===== src/verilog/bmsp_defs.svh =====
`ifndef BMSP_DEFS_SVH
`define BMSP_DEFS_SVH

// register byte offsets
`define BMSP_CTRL_OFS        8'h00
`define BMSP_STATUS_OFS      8'h04
`define BMSP_SYNC_OFS        8'h08

// control register fields and reset value
`define BMSP_CTRL_PER_MSB    15
`define BMSP_CTRL_PER_LSB    0
`define BMSP_CTRL_RST        32'h0000_0064
`define BMSP_PER_MIN         16'h0004

// clock rate and documented times
`define BMSP_CLK_KHZ         40000
`define BMSP_SS_TIME_US      2800
`define BMSP_XFER_TIME_US    1000
`define BMSP_LOCK_TIME_US    100
`define BMSP_SYNC_MAX_KHZ    2200
`define BMSP_LOCK_EDGES      2
`define BMSP_MISS_LIMIT      16

// cycle counts derived from the times
`define BMSP_SS_CYC    (`BMSP_SS_TIME_US * (`BMSP_CLK_KHZ / 1000))
`define BMSP_XFER_CYC  (`BMSP_XFER_TIME_US * (`BMSP_CLK_KHZ / 1000))
`define BMSP_LOCK_CYC  (`BMSP_LOCK_TIME_US * (`BMSP_CLK_KHZ / 1000))
`define BMSP_SYNC_MIN_PER \
  ((`BMSP_CLK_KHZ + `BMSP_SYNC_MAX_KHZ - 1) / `BMSP_SYNC_MAX_KHZ)

// no edge on the mode pin for this long means it is tied, not clocked
`define BMSP_STATIC_CYC      16'h0400

`endif


===== src/verilog/bmsp_pkg.sv =====
package bmsp_pkg;

  typedef enum logic [2:0] {
    ST_SHUTDOWN = 3'b000,
    ST_STANDBY  = 3'b001,
    ST_ACTIVE   = 3'b010,
    ST_SLEEP    = 3'b011,
    ST_THERMAL  = 3'b100
  } bmsp_state_t;

  typedef enum logic [1:0] {
    ROLE_STANDALONE = 2'b00,
    ROLE_PRIMARY    = 2'b01,
    ROLE_SECONDARY  = 2'b10
  } bmsp_role_t;

  typedef struct packed {
    bmsp_role_t role;
    logic       spread;
  } bmsp_cfg_t;

  typedef struct packed {
    logic       enable_lo;
    logic       enable_hi;
    logic       bias_ok;
    logic [1:0] cfg_role;
    logic       cfg_spread;
    logic       phase_clock;
    logic       zero_cross;
    logic       light_load;
    logic       comp_low;
    logic       min_off;
    logic       thermal_hot;
    logic       thermal_cool;
    logic       vout_ok;
  } bmsp_pins_t;

  typedef struct packed {
    logic [20:0] rsvd;
    logic        sleep;
    logic        ss_done;
    logic        locked;
    logic        pulse_skip_mode;
    logic        spread;
    bmsp_role_t  role;
    logic        rsvd2;
    bmsp_state_t state;
  } bmsp_status_t;

endpackage


===== src/verilog/bmsp_ctrl.sv =====
`timescale 1ns/10ps
`include "bmsp_defs.svh"

// Contract
// - secondary disables its error amplifier and floats its output
// - primary drives phase clock out half a period after its cycle start
// - secondary switches from the incoming phase clock; resistor only sets slope
// - primary stops phase clock out while pulse skipping
// - interleaved unit locks to a new sync clock after two rising edges
// - enable cycle discharges soft-start then runs a full 2.8 ms soft-start
// - diode emulation turns the low side off on zero-cross detection
// - mode pin high selects pulse skip; low or clocked selects forced
// - pulse skip start-up forces diode emulation until soft-start ends
// - pulse skip to forced transition completes within 1 ms
// - external clock overrides the resistor, accepted up to 2.2 MHz
// - at minimum off-time sync is ignored and frequency drops
// - forced mode locks to a new external clock within 100 us
// - overtemperature stops switching, bias, soft-start, power good; auto restarts; checked only in active and sleep, standby keeps bias on
// - enable below low threshold: shutdown, bias and switching off
// - between thresholds bias runs, no switching; precision comparator needs bias
// - active only with enable high and bias rail good
// - pulse skip: discontinuous below half ripple, continuous otherwise
// - pulse skip only: 16 missed cycles enter sleep
// - role and spread latched at start-up, changed only after enable cycle
// - spread spectrum enabled means no external synchronization
module bmsp_ctrl #(
  parameter int SS_CYC   = `BMSP_SS_CYC,
  parameter int XFER_CYC = `BMSP_XFER_CYC
) (
  input  wire logic        hclk,
  input  wire logic        hresetn,
  input  wire logic        hsel,
  input  wire logic [7:0]  haddr,
  input  wire logic [1:0]  htrans,
  input  wire logic        hwrite,
  input  wire logic [2:0]  hsize,
  input  wire logic [31:0] hwdata,
  input  wire logic        hready,
  output logic             hreadyout,
  output logic             hresp,
  output logic      [31:0] hrdata,
  input  wire logic        enable_lo_in,
  input  wire logic        enable_hi_in,
  input  wire logic        bias_ok_in,
  input  wire logic [1:0]  cfg_role_in,
  input  wire logic        cfg_spread_in,
  input  wire logic        phase_clock_in,
  input  wire logic        zero_cross_in,
  input  wire logic        light_load_in,
  input  wire logic        comp_low_in,
  input  wire logic        min_off_in,
  input  wire logic        thermal_hot_in,
  input  wire logic        thermal_cool_in,
  input  wire logic        vout_ok_in,
  output logic             bias_reg_en,
  output logic             cycle_start,
  output logic             high_side_en,
  output logic             low_side_en,
  output logic             diode_emulation,
  output logic             err_amp_en,
  output logic             compensation_node_oe,
  output logic             slope_from_rset,
  output logic             ss_discharge,
  output logic             ss_done,
  output logic             power_good,
  output logic             phase_clock_out,
  output logic             sleep_mode
);

  localparam int SSW = $clog2(SS_CYC + 1);
  localparam int XW  = $clog2(XFER_CYC + 1);
  localparam logic [11:0] LOCK_CYC = 12'(`BMSP_LOCK_CYC);
  localparam logic [15:0] SYNC_MIN = 16'(`BMSP_SYNC_MIN_PER);

  if (SS_CYC < 1 || XFER_CYC < 1) begin : g_bad_count
    $error("bmsp_ctrl: counts must be at least one cycle");
  end

  // two-flop synchronisers for every pin input
  bmsp_pkg::bmsp_pins_t pins_raw, pins_m, pins;
  assign pins_raw = '{enable_lo_in, enable_hi_in, bias_ok_in, cfg_role_in, cfg_spread_in,
                      phase_clock_in, zero_cross_in, light_load_in, comp_low_in,
                      min_off_in, thermal_hot_in, thermal_cool_in, vout_ok_in};

  always_ff @(posedge hclk or negedge hresetn) begin
    if (!hresetn) begin
      pins_m <= '0;
      pins   <= '0;
    end else begin
      pins_m <= pins_raw;
      pins   <= pins_m;
    end
  end

  // ahb-lite slave, zero wait state
  logic        wr_pend;
  logic [7:0]  wr_addr;
  logic [15:0] prog_period;
  logic [15:0] meas_period;
  logic        take;
  bmsp_pkg::bmsp_status_t status;

  assign hreadyout = 1'b1;
  assign hresp     = 1'b0;
  assign take      = hsel & hready & htrans[1];

  function automatic logic [15:0] clamp_period(input logic [15:0] v);
    clamp_period = (v < `BMSP_PER_MIN) ? `BMSP_PER_MIN : v;
  endfunction

  always_ff @(posedge hclk or negedge hresetn) begin
    if (!hresetn) begin
      wr_pend <= 1'b0;
      wr_addr <= 8'h00;
    end else begin
      wr_pend <= take & hwrite;
      wr_addr <= haddr;
    end
  end

  always_ff @(posedge hclk or negedge hresetn) begin
    if (!hresetn) begin
      prog_period <= 16'(`BMSP_CTRL_RST);
    end else if (wr_pend && wr_addr == `BMSP_CTRL_OFS) begin
      prog_period <= clamp_period(hwdata[`BMSP_CTRL_PER_MSB:`BMSP_CTRL_PER_LSB]);
    end
  end

  always_ff @(posedge hclk or negedge hresetn) begin
    if (!hresetn) begin
      hrdata <= 32'h0000_0000;
    end else if (take && !hwrite) begin
      case (haddr)
        `BMSP_CTRL_OFS:   hrdata <= {16'h0000, prog_period};
        `BMSP_STATUS_OFS: hrdata <= status;
        `BMSP_SYNC_OFS:   hrdata <= {16'h0000, meas_period};
        default:          hrdata <= 32'h0000_0000;
      endcase
    end
  end

  // operating state
  bmsp_pkg::bmsp_state_t state, next_state;
  bmsp_pkg::bmsp_cfg_t   cfg;
  logic                  precision_on;
  logic [4:0]            miss_cnt;
  logic                  skip_mode;

  assign precision_on = pins.bias_ok & pins.enable_hi;

  always_comb begin
    next_state = state;
    case (state)
      bmsp_pkg::ST_SHUTDOWN: begin
        if (pins.enable_lo) next_state = bmsp_pkg::ST_STANDBY;
      end
      bmsp_pkg::ST_STANDBY: begin
        if (precision_on) next_state = bmsp_pkg::ST_ACTIVE;
      end
      bmsp_pkg::ST_ACTIVE: begin
        if (pins.thermal_hot) next_state = bmsp_pkg::ST_THERMAL;
        else if (!precision_on) next_state = bmsp_pkg::ST_STANDBY;
        else if (skip_mode && miss_cnt == 5'(`BMSP_MISS_LIMIT))
          next_state = bmsp_pkg::ST_SLEEP;
      end
      bmsp_pkg::ST_SLEEP: begin
        if (pins.thermal_hot) next_state = bmsp_pkg::ST_THERMAL;
        else if (!precision_on) next_state = bmsp_pkg::ST_STANDBY;
        else if (!pins.comp_low || !skip_mode) next_state = bmsp_pkg::ST_ACTIVE;
      end
      bmsp_pkg::ST_THERMAL: begin
        if (pins.thermal_cool) next_state = bmsp_pkg::ST_STANDBY;
      end
      default: next_state = bmsp_pkg::ST_SHUTDOWN;
    endcase
    if (!pins.enable_lo) next_state = bmsp_pkg::ST_SHUTDOWN;
  end

  always_ff @(posedge hclk or negedge hresetn) begin
    if (!hresetn) state <= bmsp_pkg::ST_SHUTDOWN;
    else          state <= next_state;
  end

  // role and spread caught when leaving shutdown, held until enable drops
  always_ff @(posedge hclk or negedge hresetn) begin
    if (!hresetn) begin
      cfg <= '{bmsp_pkg::ROLE_STANDALONE, 1'b0};
    end else if (state == bmsp_pkg::ST_SHUTDOWN && pins.enable_lo) begin
      cfg.role   <= (pins.cfg_role == 2'b11) ? bmsp_pkg::ROLE_STANDALONE
                                             : bmsp_pkg::bmsp_role_t'(pins.cfg_role);
      cfg.spread <= pins.cfg_spread & (pins.cfg_role != 2'b10);
    end
  end

  logic run;
  assign run = (state == bmsp_pkg::ST_ACTIVE) || (state == bmsp_pkg::ST_SLEEP);

  // soft-start: discharged whenever not running, full ramp after each enable
  logic [SSW-1:0] ss_cnt;
  always_ff @(posedge hclk or negedge hresetn) begin
    if (!hresetn) ss_cnt <= '0;
    else if (!run) ss_cnt <= '0;
    else if (ss_cnt != SSW'(SS_CYC)) ss_cnt <= ss_cnt + 1'b1;
  end

  // mode pin: edge detection, period measurement, tied-level detection
  logic        ph_prev;
  logic        ph_edge;
  logic [15:0] since_edge;
  logic        pin_static;
  logic [1:0]  edges_seen;
  logic        period_ok;

  assign ph_edge    = pins.phase_clock & ~ph_prev;
  assign pin_static = (since_edge == `BMSP_STATIC_CYC);

  function automatic logic in_window(input logic [15:0] meas, input logic [15:0] prog);
    logic [18:0] m5;
    logic [18:0] p4;
    logic [18:0] p6;
    m5 = 19'(meas) * 19'd5;
    p4 = 19'(prog) * 19'd4;
    p6 = 19'(prog) * 19'd6;
    in_window = (meas >= SYNC_MIN) && (m5 >= p4) && (m5 <= p6);
  endfunction

  always_ff @(posedge hclk or negedge hresetn) begin
    if (!hresetn) begin
      ph_prev     <= 1'b0;
      since_edge  <= 16'h0000;
      meas_period <= 16'h0000;
      edges_seen  <= 2'b00;
    end else begin
      ph_prev <= pins.phase_clock;
      if (ph_edge) begin
        since_edge  <= 16'h0001;
        meas_period <= since_edge;
        if (edges_seen != 2'(`BMSP_LOCK_EDGES)) edges_seen <= edges_seen + 1'b1;
      end else if (!pin_static) begin
        since_edge <= since_edge + 16'h0001;
      end else begin
        edges_seen <= 2'b00;
      end
    end
  end

  assign period_ok = in_window(meas_period, prog_period) ||
                     (cfg.role == bmsp_pkg::ROLE_SECONDARY && meas_period >= SYNC_MIN);

  // mode selection; leaving pulse skip takes the transfer time
  logic          want_skip;
  logic [XW-1:0] xfer_cnt;
  assign want_skip = pin_static & pins.phase_clock;

  always_ff @(posedge hclk or negedge hresetn) begin
    if (!hresetn) begin
      skip_mode <= 1'b0;
      xfer_cnt  <= '0;
    end else if (!run || want_skip) begin
      skip_mode <= want_skip;
      xfer_cnt  <= '0;
    end else if (skip_mode) begin
      if (xfer_cnt == XW'(XFER_CYC - 1)) skip_mode <= 1'b0;
      xfer_cnt <= xfer_cnt + 1'b1;
    end
  end

  // lock to an external clock
  logic        sync_usable;
  logic        locked;
  logic [11:0] lock_cnt;
  logic        interleaved;

  assign interleaved = (cfg.role != bmsp_pkg::ROLE_STANDALONE);
  assign sync_usable = !pin_static && !skip_mode && period_ok &&
                       !cfg.spread && !pins.min_off;

  always_ff @(posedge hclk or negedge hresetn) begin
    if (!hresetn) begin
      locked   <= 1'b0;
      lock_cnt <= 12'h000;
    end else if (!run || !sync_usable) begin
      locked   <= 1'b0;
      lock_cnt <= 12'h000;
    end else if (!locked) begin
      if (interleaved && edges_seen == 2'(`BMSP_LOCK_EDGES)) locked <= 1'b1;
      else if (!interleaved && lock_cnt == LOCK_CYC - 12'h001) locked <= 1'b1;
      lock_cnt <= lock_cnt + 12'h001;
    end
  end

  // switching oscillator with optional spread dither
  logic [15:0] osc_cnt;
  logic [15:0] period;
  logic [3:0]  lfsr;
  logic        osc_wrap;
  logic        restart;

  assign period   = (locked ? meas_period : prog_period) +
                    ((cfg.spread && !locked) ? {12'h000, lfsr} : 16'h0000);
  assign osc_wrap = (osc_cnt >= period - 16'h0001) && !pins.min_off;
  assign restart  = (cfg.role == bmsp_pkg::ROLE_SECONDARY)
                  ? (ph_edge && !pins.min_off)
                  : ((locked && ph_edge) || (!locked && osc_wrap));

  always_ff @(posedge hclk or negedge hresetn) begin
    if (!hresetn) begin
      osc_cnt <= 16'h0000;
      lfsr    <= 4'h1;
    end else if (!run) begin
      osc_cnt <= 16'h0000;
    end else if (restart) begin
      osc_cnt <= 16'h0000;
      lfsr    <= {lfsr[2:0], lfsr[3] ^ lfsr[2]};
    end else if (osc_cnt != 16'hffff) begin
      osc_cnt <= osc_cnt + 16'h0001;
    end
  end

  // missed cycles while the compensation level is low
  always_ff @(posedge hclk or negedge hresetn) begin
    if (!hresetn) miss_cnt <= 5'h00;
    else if (!run || !pins.comp_low || !skip_mode) miss_cnt <= 5'h00;
    else if (restart && miss_cnt != 5'(`BMSP_MISS_LIMIT)) miss_cnt <= miss_cnt + 5'h01;
  end

  // gate and analog control outputs
  logic sw_on;
  logic emulate;
  logic ss_fin;
  assign ss_fin  = (ss_cnt == SSW'(SS_CYC));
  assign sw_on   = (state == bmsp_pkg::ST_ACTIVE) && !(skip_mode && pins.comp_low);
  assign emulate = skip_mode && (!ss_fin || pins.light_load);

  always_ff @(posedge hclk or negedge hresetn) begin
    if (!hresetn) begin
      bias_reg_en          <= 1'b0;
      cycle_start          <= 1'b0;
      high_side_en         <= 1'b0;
      low_side_en          <= 1'b0;
      diode_emulation      <= 1'b0;
      err_amp_en           <= 1'b0;
      compensation_node_oe <= 1'b0;
      slope_from_rset      <= 1'b0;
      ss_discharge         <= 1'b1;
      ss_done              <= 1'b0;
      power_good           <= 1'b0;
      phase_clock_out      <= 1'b0;
      sleep_mode           <= 1'b0;
    end else begin
      bias_reg_en  <= (state != bmsp_pkg::ST_SHUTDOWN) &&
                      (state != bmsp_pkg::ST_THERMAL);
      cycle_start  <= restart && sw_on;
      high_side_en <= sw_on;
      low_side_en  <= sw_on && !(emulate && pins.zero_cross);
      diode_emulation <= emulate;
      err_amp_en   <= run && (cfg.role != bmsp_pkg::ROLE_SECONDARY);
      compensation_node_oe <= run && (cfg.role != bmsp_pkg::ROLE_SECONDARY);
      slope_from_rset <= (cfg.role == bmsp_pkg::ROLE_SECONDARY);
      ss_discharge <= !run;
      ss_done      <= run && ss_fin;
      power_good   <= run && ss_fin && pins.vout_ok;
      phase_clock_out <= (cfg.role == bmsp_pkg::ROLE_PRIMARY) && sw_on && !skip_mode &&
                         (osc_cnt >= {1'b0, period[15:1]});
      sleep_mode   <= (state == bmsp_pkg::ST_SLEEP);
    end
  end

  // status word
  always_comb begin
    status                 = '0;
    status.state           = state;
    status.role            = cfg.role;
    status.spread          = cfg.spread;
    status.pulse_skip_mode = skip_mode;
    status.locked          = locked;
    status.ss_done         = ss_fin && run;
    status.sleep           = (state == bmsp_pkg::ST_SLEEP);
  end

endmodule // bmsp_ctrl


===== config.mk =====
export PLATFORM = sky130hd
export DESIGN_NAME = bmsp_ctrl
export DESIGN_NICKNAME = d
export VERILOG_FILES = /design/src/verilog/bmsp_pkg.sv /design/src/verilog/bmsp_ctrl.sv
export VERILOG_INCLUDE_DIRS = /design/src /design/src/verilog
export SDC_FILE = /design/constraint.sdc
export NUM_CORES = 1
export LEC_CHECK = 0
export BUFFER_PORTS_ARGS = -buffer_cell sky130_fd_sc_hd__buf_2
export CAP_MARGIN = 40
export CORE_MARGIN = 3
export CORE_UTILIZATION = 61
export CTS_CLUSTER_SIZE = 14
export DETAILED_ROUTE_END_ITERATION = 16
export GPL_ROUTABILITY_DRIVEN = 0
export HOLD_SLACK_MARGIN = 0.06
export PLACE_DENSITY = 0.89
export SETUP_SLACK_MARGIN = 0.3
export SLEW_MARGIN = 20
export SYNTH_ARGS = -nofsm -noshare
export SYNTH_HDL_FRONTEND = slang
export SYNTH_SLANG_ARGS = --single-unit

===== constraint.sdc =====
create_clock -name hclk -period 16.5 [get_ports hclk]
set_input_delay 0 -clock hclk [delete_from_list [all_inputs] [get_ports hclk]]
set_output_delay 0 -clock hclk [all_outputs]
set_load 0.02 [all_outputs]

==> metrics.md <==
| Metric | Value |
|---|---|
| Synth Area in Simple Gates | 18.2% |
| R2r endpoint | osc_cnt[0]$_DFFE_PN0P_ |
| Clk_skew | 0.0104 ns |
| Combinational family with the most area after synthesis | simple AND/OR/NAND/NOR gates |
| CP arrival | 6.28 ns |
| I/O pins | 111 |
| Tcrit/Tclk final | 36.0% |
| Metal-1 WL | 12400 um |
| Layout area overhead | 13.4% |
| Die Wd | 148 um |
| Status | finished, final reports clean |
| Initial core utilization | 62.9% |
| Worst skew pair latency | 0.45 ns |
| Yosys reg bits | 194 |
| FMAX | 169 MHz |
| Vias in the first global route | 10.2k |
| Vias | 10.2k |
| Post-Layout Cell Count | 1655 |
| Post-Synth XOR/XNOR Area | 8.70% |
| Met2 wire len | 15000 um |
| Number of diodes | 0 |
| Leading cell type in the layout, fill and taps excluded | dfrtp_1 |
| Register Area | 4860 um2 |
| Final setup TNS | 0 ns |
| Synth warn | 0 |
| RSZ-0062 raised after global routing | false |
| Total GRT Usage | 28.5% |
| Reg2reg start | locked$_DFF_PN0_ |
| Critical Path RT | 16.84 ns |
| Max Root-Sink Buffers | 2 |
| DIE AREA | 22000 um2 |
| Leak Pwr | 6.65 nW |
| Wire length per cell | 18.6 um |
| Post-CTS Repair Setup Buffers | 0 |
| Drt pass-1 iters | 8 |
| Clock-pin slew on the worst setup and hold paths | 0.08 ns |
| Core area | 19700 um2 |
| Minimum clock period | 5.93 ns |
| Maximum vdd ir drop | 0.0000684 V |
| Worst hold path type | in2reg |
| Vias per cell | 6.17 |
| Resized cells post-CTS | 0 |
| Total placed cells including tap cells | 1579 |
| Filler cells | 1352 |
| First-pass GRT wire length | 50900 um |
| Slew Limit Fails | 0 |
| Post-route ant nets | 0 |
| Syn_area_per_cell | 9.76 um2 |
| Setup Viol. Count Final | 0 |
| Max-Cap Viols | 0 |
| WL final | 30800 um |
| CTS tree | yes |
| Crit path capture | osc_cnt[0]$_DFFE_PN0P_ |
| Highest metal used | met4 |
| CP Capture Type | flip-flop |
| Synth unique cells | 86 |
| Seq/Total Area, Yosys | 39.3% |
| Footprint of the multi-input gates | 7060 um2 |
| Adder-Cell Fraction of Synth Area | 12.4% |
| Largest net degree at the start of global routing | 76 |
| Iter 0 DRT Violations | 1081 |
| Grt ovf | 0 |
| Layout cell share with drive strength beyond 1 | 14.2% |
| Reg2reg setup slack | 10.57 ns |
| Final count of hold timing violations | 0 |
| PwrDens | 87.4 nW/um2 |
| CTS Buf Count | 17 |
| Post-synth ARST share | 100% |
| Input/output buffers | 72 |
| Met3 wire length | 2370 um |
| Post-DP HPWL | 20400 um |
| FF-to-FF path depth | 24 |
| H-tree levels | 4 |
| Power, Total | 0.00122 W |
| Root Buffer Master | clkbuf_16 |
| Synth Instances | 1266 |
| Mapped Area | 12400 um2 |
| Post-synthesis compound-gate area fraction | 12.2% |
| Sink Count | 194 |
| WS Path Type | reg2reg |
| Residual DRC | 0 |
| EDFF count, synth | 0 |
| Most used DFF post-synth | dfrtp_1 |
| Final nets | 1559 |
| FP Rows | 51 |
| Crit-path max FO | 36 |
| Worst Tran Pin Value | 0.899 ns |
| Worst slew margin | 39.9% |
| Final hold slack | 0.185 ns |
| Crit path from | locked$_DFF_PN0_ |
| Critical Path Start Type | flip-flop |
| Commonest cells after routing, fill and taps aside | 189 x dfrtp_1, 115 x ha_1, 109 x nor2_1 |
| Mux share of post-synthesis cell area | 5.03% |
| Die height | 148 um |
| Initial antenna violation count | 0 |
==> state kept, by name, indices dropped and copies added (netlist names), 2 cells and up <==
signal and count:
since_edge 16, lock_cnt 12, hrdata 16, cfg 3, wr_addr 8, pins 14
xfer_cnt 16, edges_seen 2, meas_period 16, lfsr 4, pins_m 14, ss_cnt 17
prog_period 16, miss_cnt 5, osc_cnt 16, state 3
==> stage by stage <==
stage,area [um2],setup WS (ns),util (%)
CTS,14000,10.60,71.3
floorplan,12400,11.13,-
detailed placement,12900,10.75,65.9
global route,14000,10.20,71.3
finish,14000,10.57,71.3
global placement,12900,10.92,65.5
==> area by class of cell <==
cell class	count	share of cell area [%]
Inverter	53	1.42
Clock inverter	14	1.34
Sequential cell	194	34.7
Timing Repair Buffer	128	6.66
Tap cell	265	2.37
Clock buffer	18	3.13
Multi-Input combinational cell	983	50.4
==> kinds of logic (layout without fill, tap and decap cells) <==
kind of cell    count (synthesis)  count (layout)
compound gates                226             226
xor+xnor                      118             118
fa+ha+maj                     121             121
buf+inv                       105             213
flops                         194             194
mux                            57              57
other cells                     2              18
simple gates                  443             443
==> cells in the mapped netlist, types with 7 or more instances <==
cell | n | share of area (%)
a21o_1 | 26 | 1.6
a21oi_1 | 50 | 2.0
a22oi_1 | 12 | 0.73
a31oi_1 | 7 | 0.35
and2_1 | 7 | 0.35
and3_1 | 21 | 1.1
buf_4 | 19 | 1.2
clkbuf_1 | 26 | 0.79
dfrtp_1 | 189 | 38
ha_1 | 115 | 12
inv_1 | 53 | 1.6
mux2_2 | 35 | 3.2
mux2i_1 | 20 | 1.6
nand2_1 | 102 | 3.1
nand2b_1 | 12 | 0.61
nand3_1 | 48 | 1.9
nand4_1 | 27 | 1.4
nor2_1 | 109 | 3.3
nor2b_1 | 13 | 0.66
nor3_1 | 39 | 1.6
nor4_1 | 12 | 0.61
o21ai_0 | 60 | 2.4
o21bai_1 | 7 | 0.43
o31ai_1 | 9 | 0.55
or3_1 | 8 | 0.40
or4_1 | 7 | 0.43
xnor2_1 | 52 | 3.7
xor2_1 | 62 | 4.4
==> worst min path at each step <==
stage / from / end / slack (ns) / depth (start not counted)
after floorplan: hresetn / bias_reg_en$_DFF_PN0_ / -0.30 / 0
after global placement: bias_ok_in / pins_m[11]$_DFF_PN0_ / 0.11 / 1
after detailed placement: hresetn / ss_cnt[15]$_DFFE_PN0N_ / -0.05 / 1
after CTS: htrans[1] / hrdata[9]$_DFFE_PN0P_ / 0.17 / 5
after global routing: enable_lo_in / pins_m[13]$_DFF_PN0_ / 0.19 / 2
final: thermal_cool_in / pins_m[1]$_DFF_PN0_ / 0.19 / 2
==> routing by layer <==
metal / global-route usage, % / up-vias
met5: 0 / -
met4: 11.3 / 0
met3: 5.48 / 106
met2: 48.0 / 499
met1: 36.7 / 4906
li1: - / 4698
==> worst max-delay path, cell delays in order (launching register included) <==
cell      delay [ns]
dfrtp_1         0.49
buf_4           0.31
nor2b_1         0.25
and2_1          0.16
ha_1            0.19
inv_1           0.06
fa_1            0.40
nand2b_1        0.23
a221oi_4        0.43
and2_4          0.26
xor2_4          0.23
and2_2          0.22
nand2_2         0.10
nor3_1          0.24
xor2_1          0.17
ha_1            0.26
a21o_1          0.19
a21o_1          0.18
a211oi_1        0.29
nand4b_1        0.17
a31oi_1         0.22
buf_4           0.21
nor2_1          0.12
buf_4           0.21
nor3_1          0.23
==> timing repair <==
action / in CTS / in global routing
hold buffers: 43 / 0
hold endpoints to repair: 156 / 0
setup endpoints to repair: 0 / 0
==> report_power, final <==
group,switching [W],total [W],internal (W)
logic,0.000144,0.000246,0.000103
clock network,0.000206,0.000442,0.000236
registers,0.0000353,0.000536,0.000501
(Power assumes the default switching activity.)
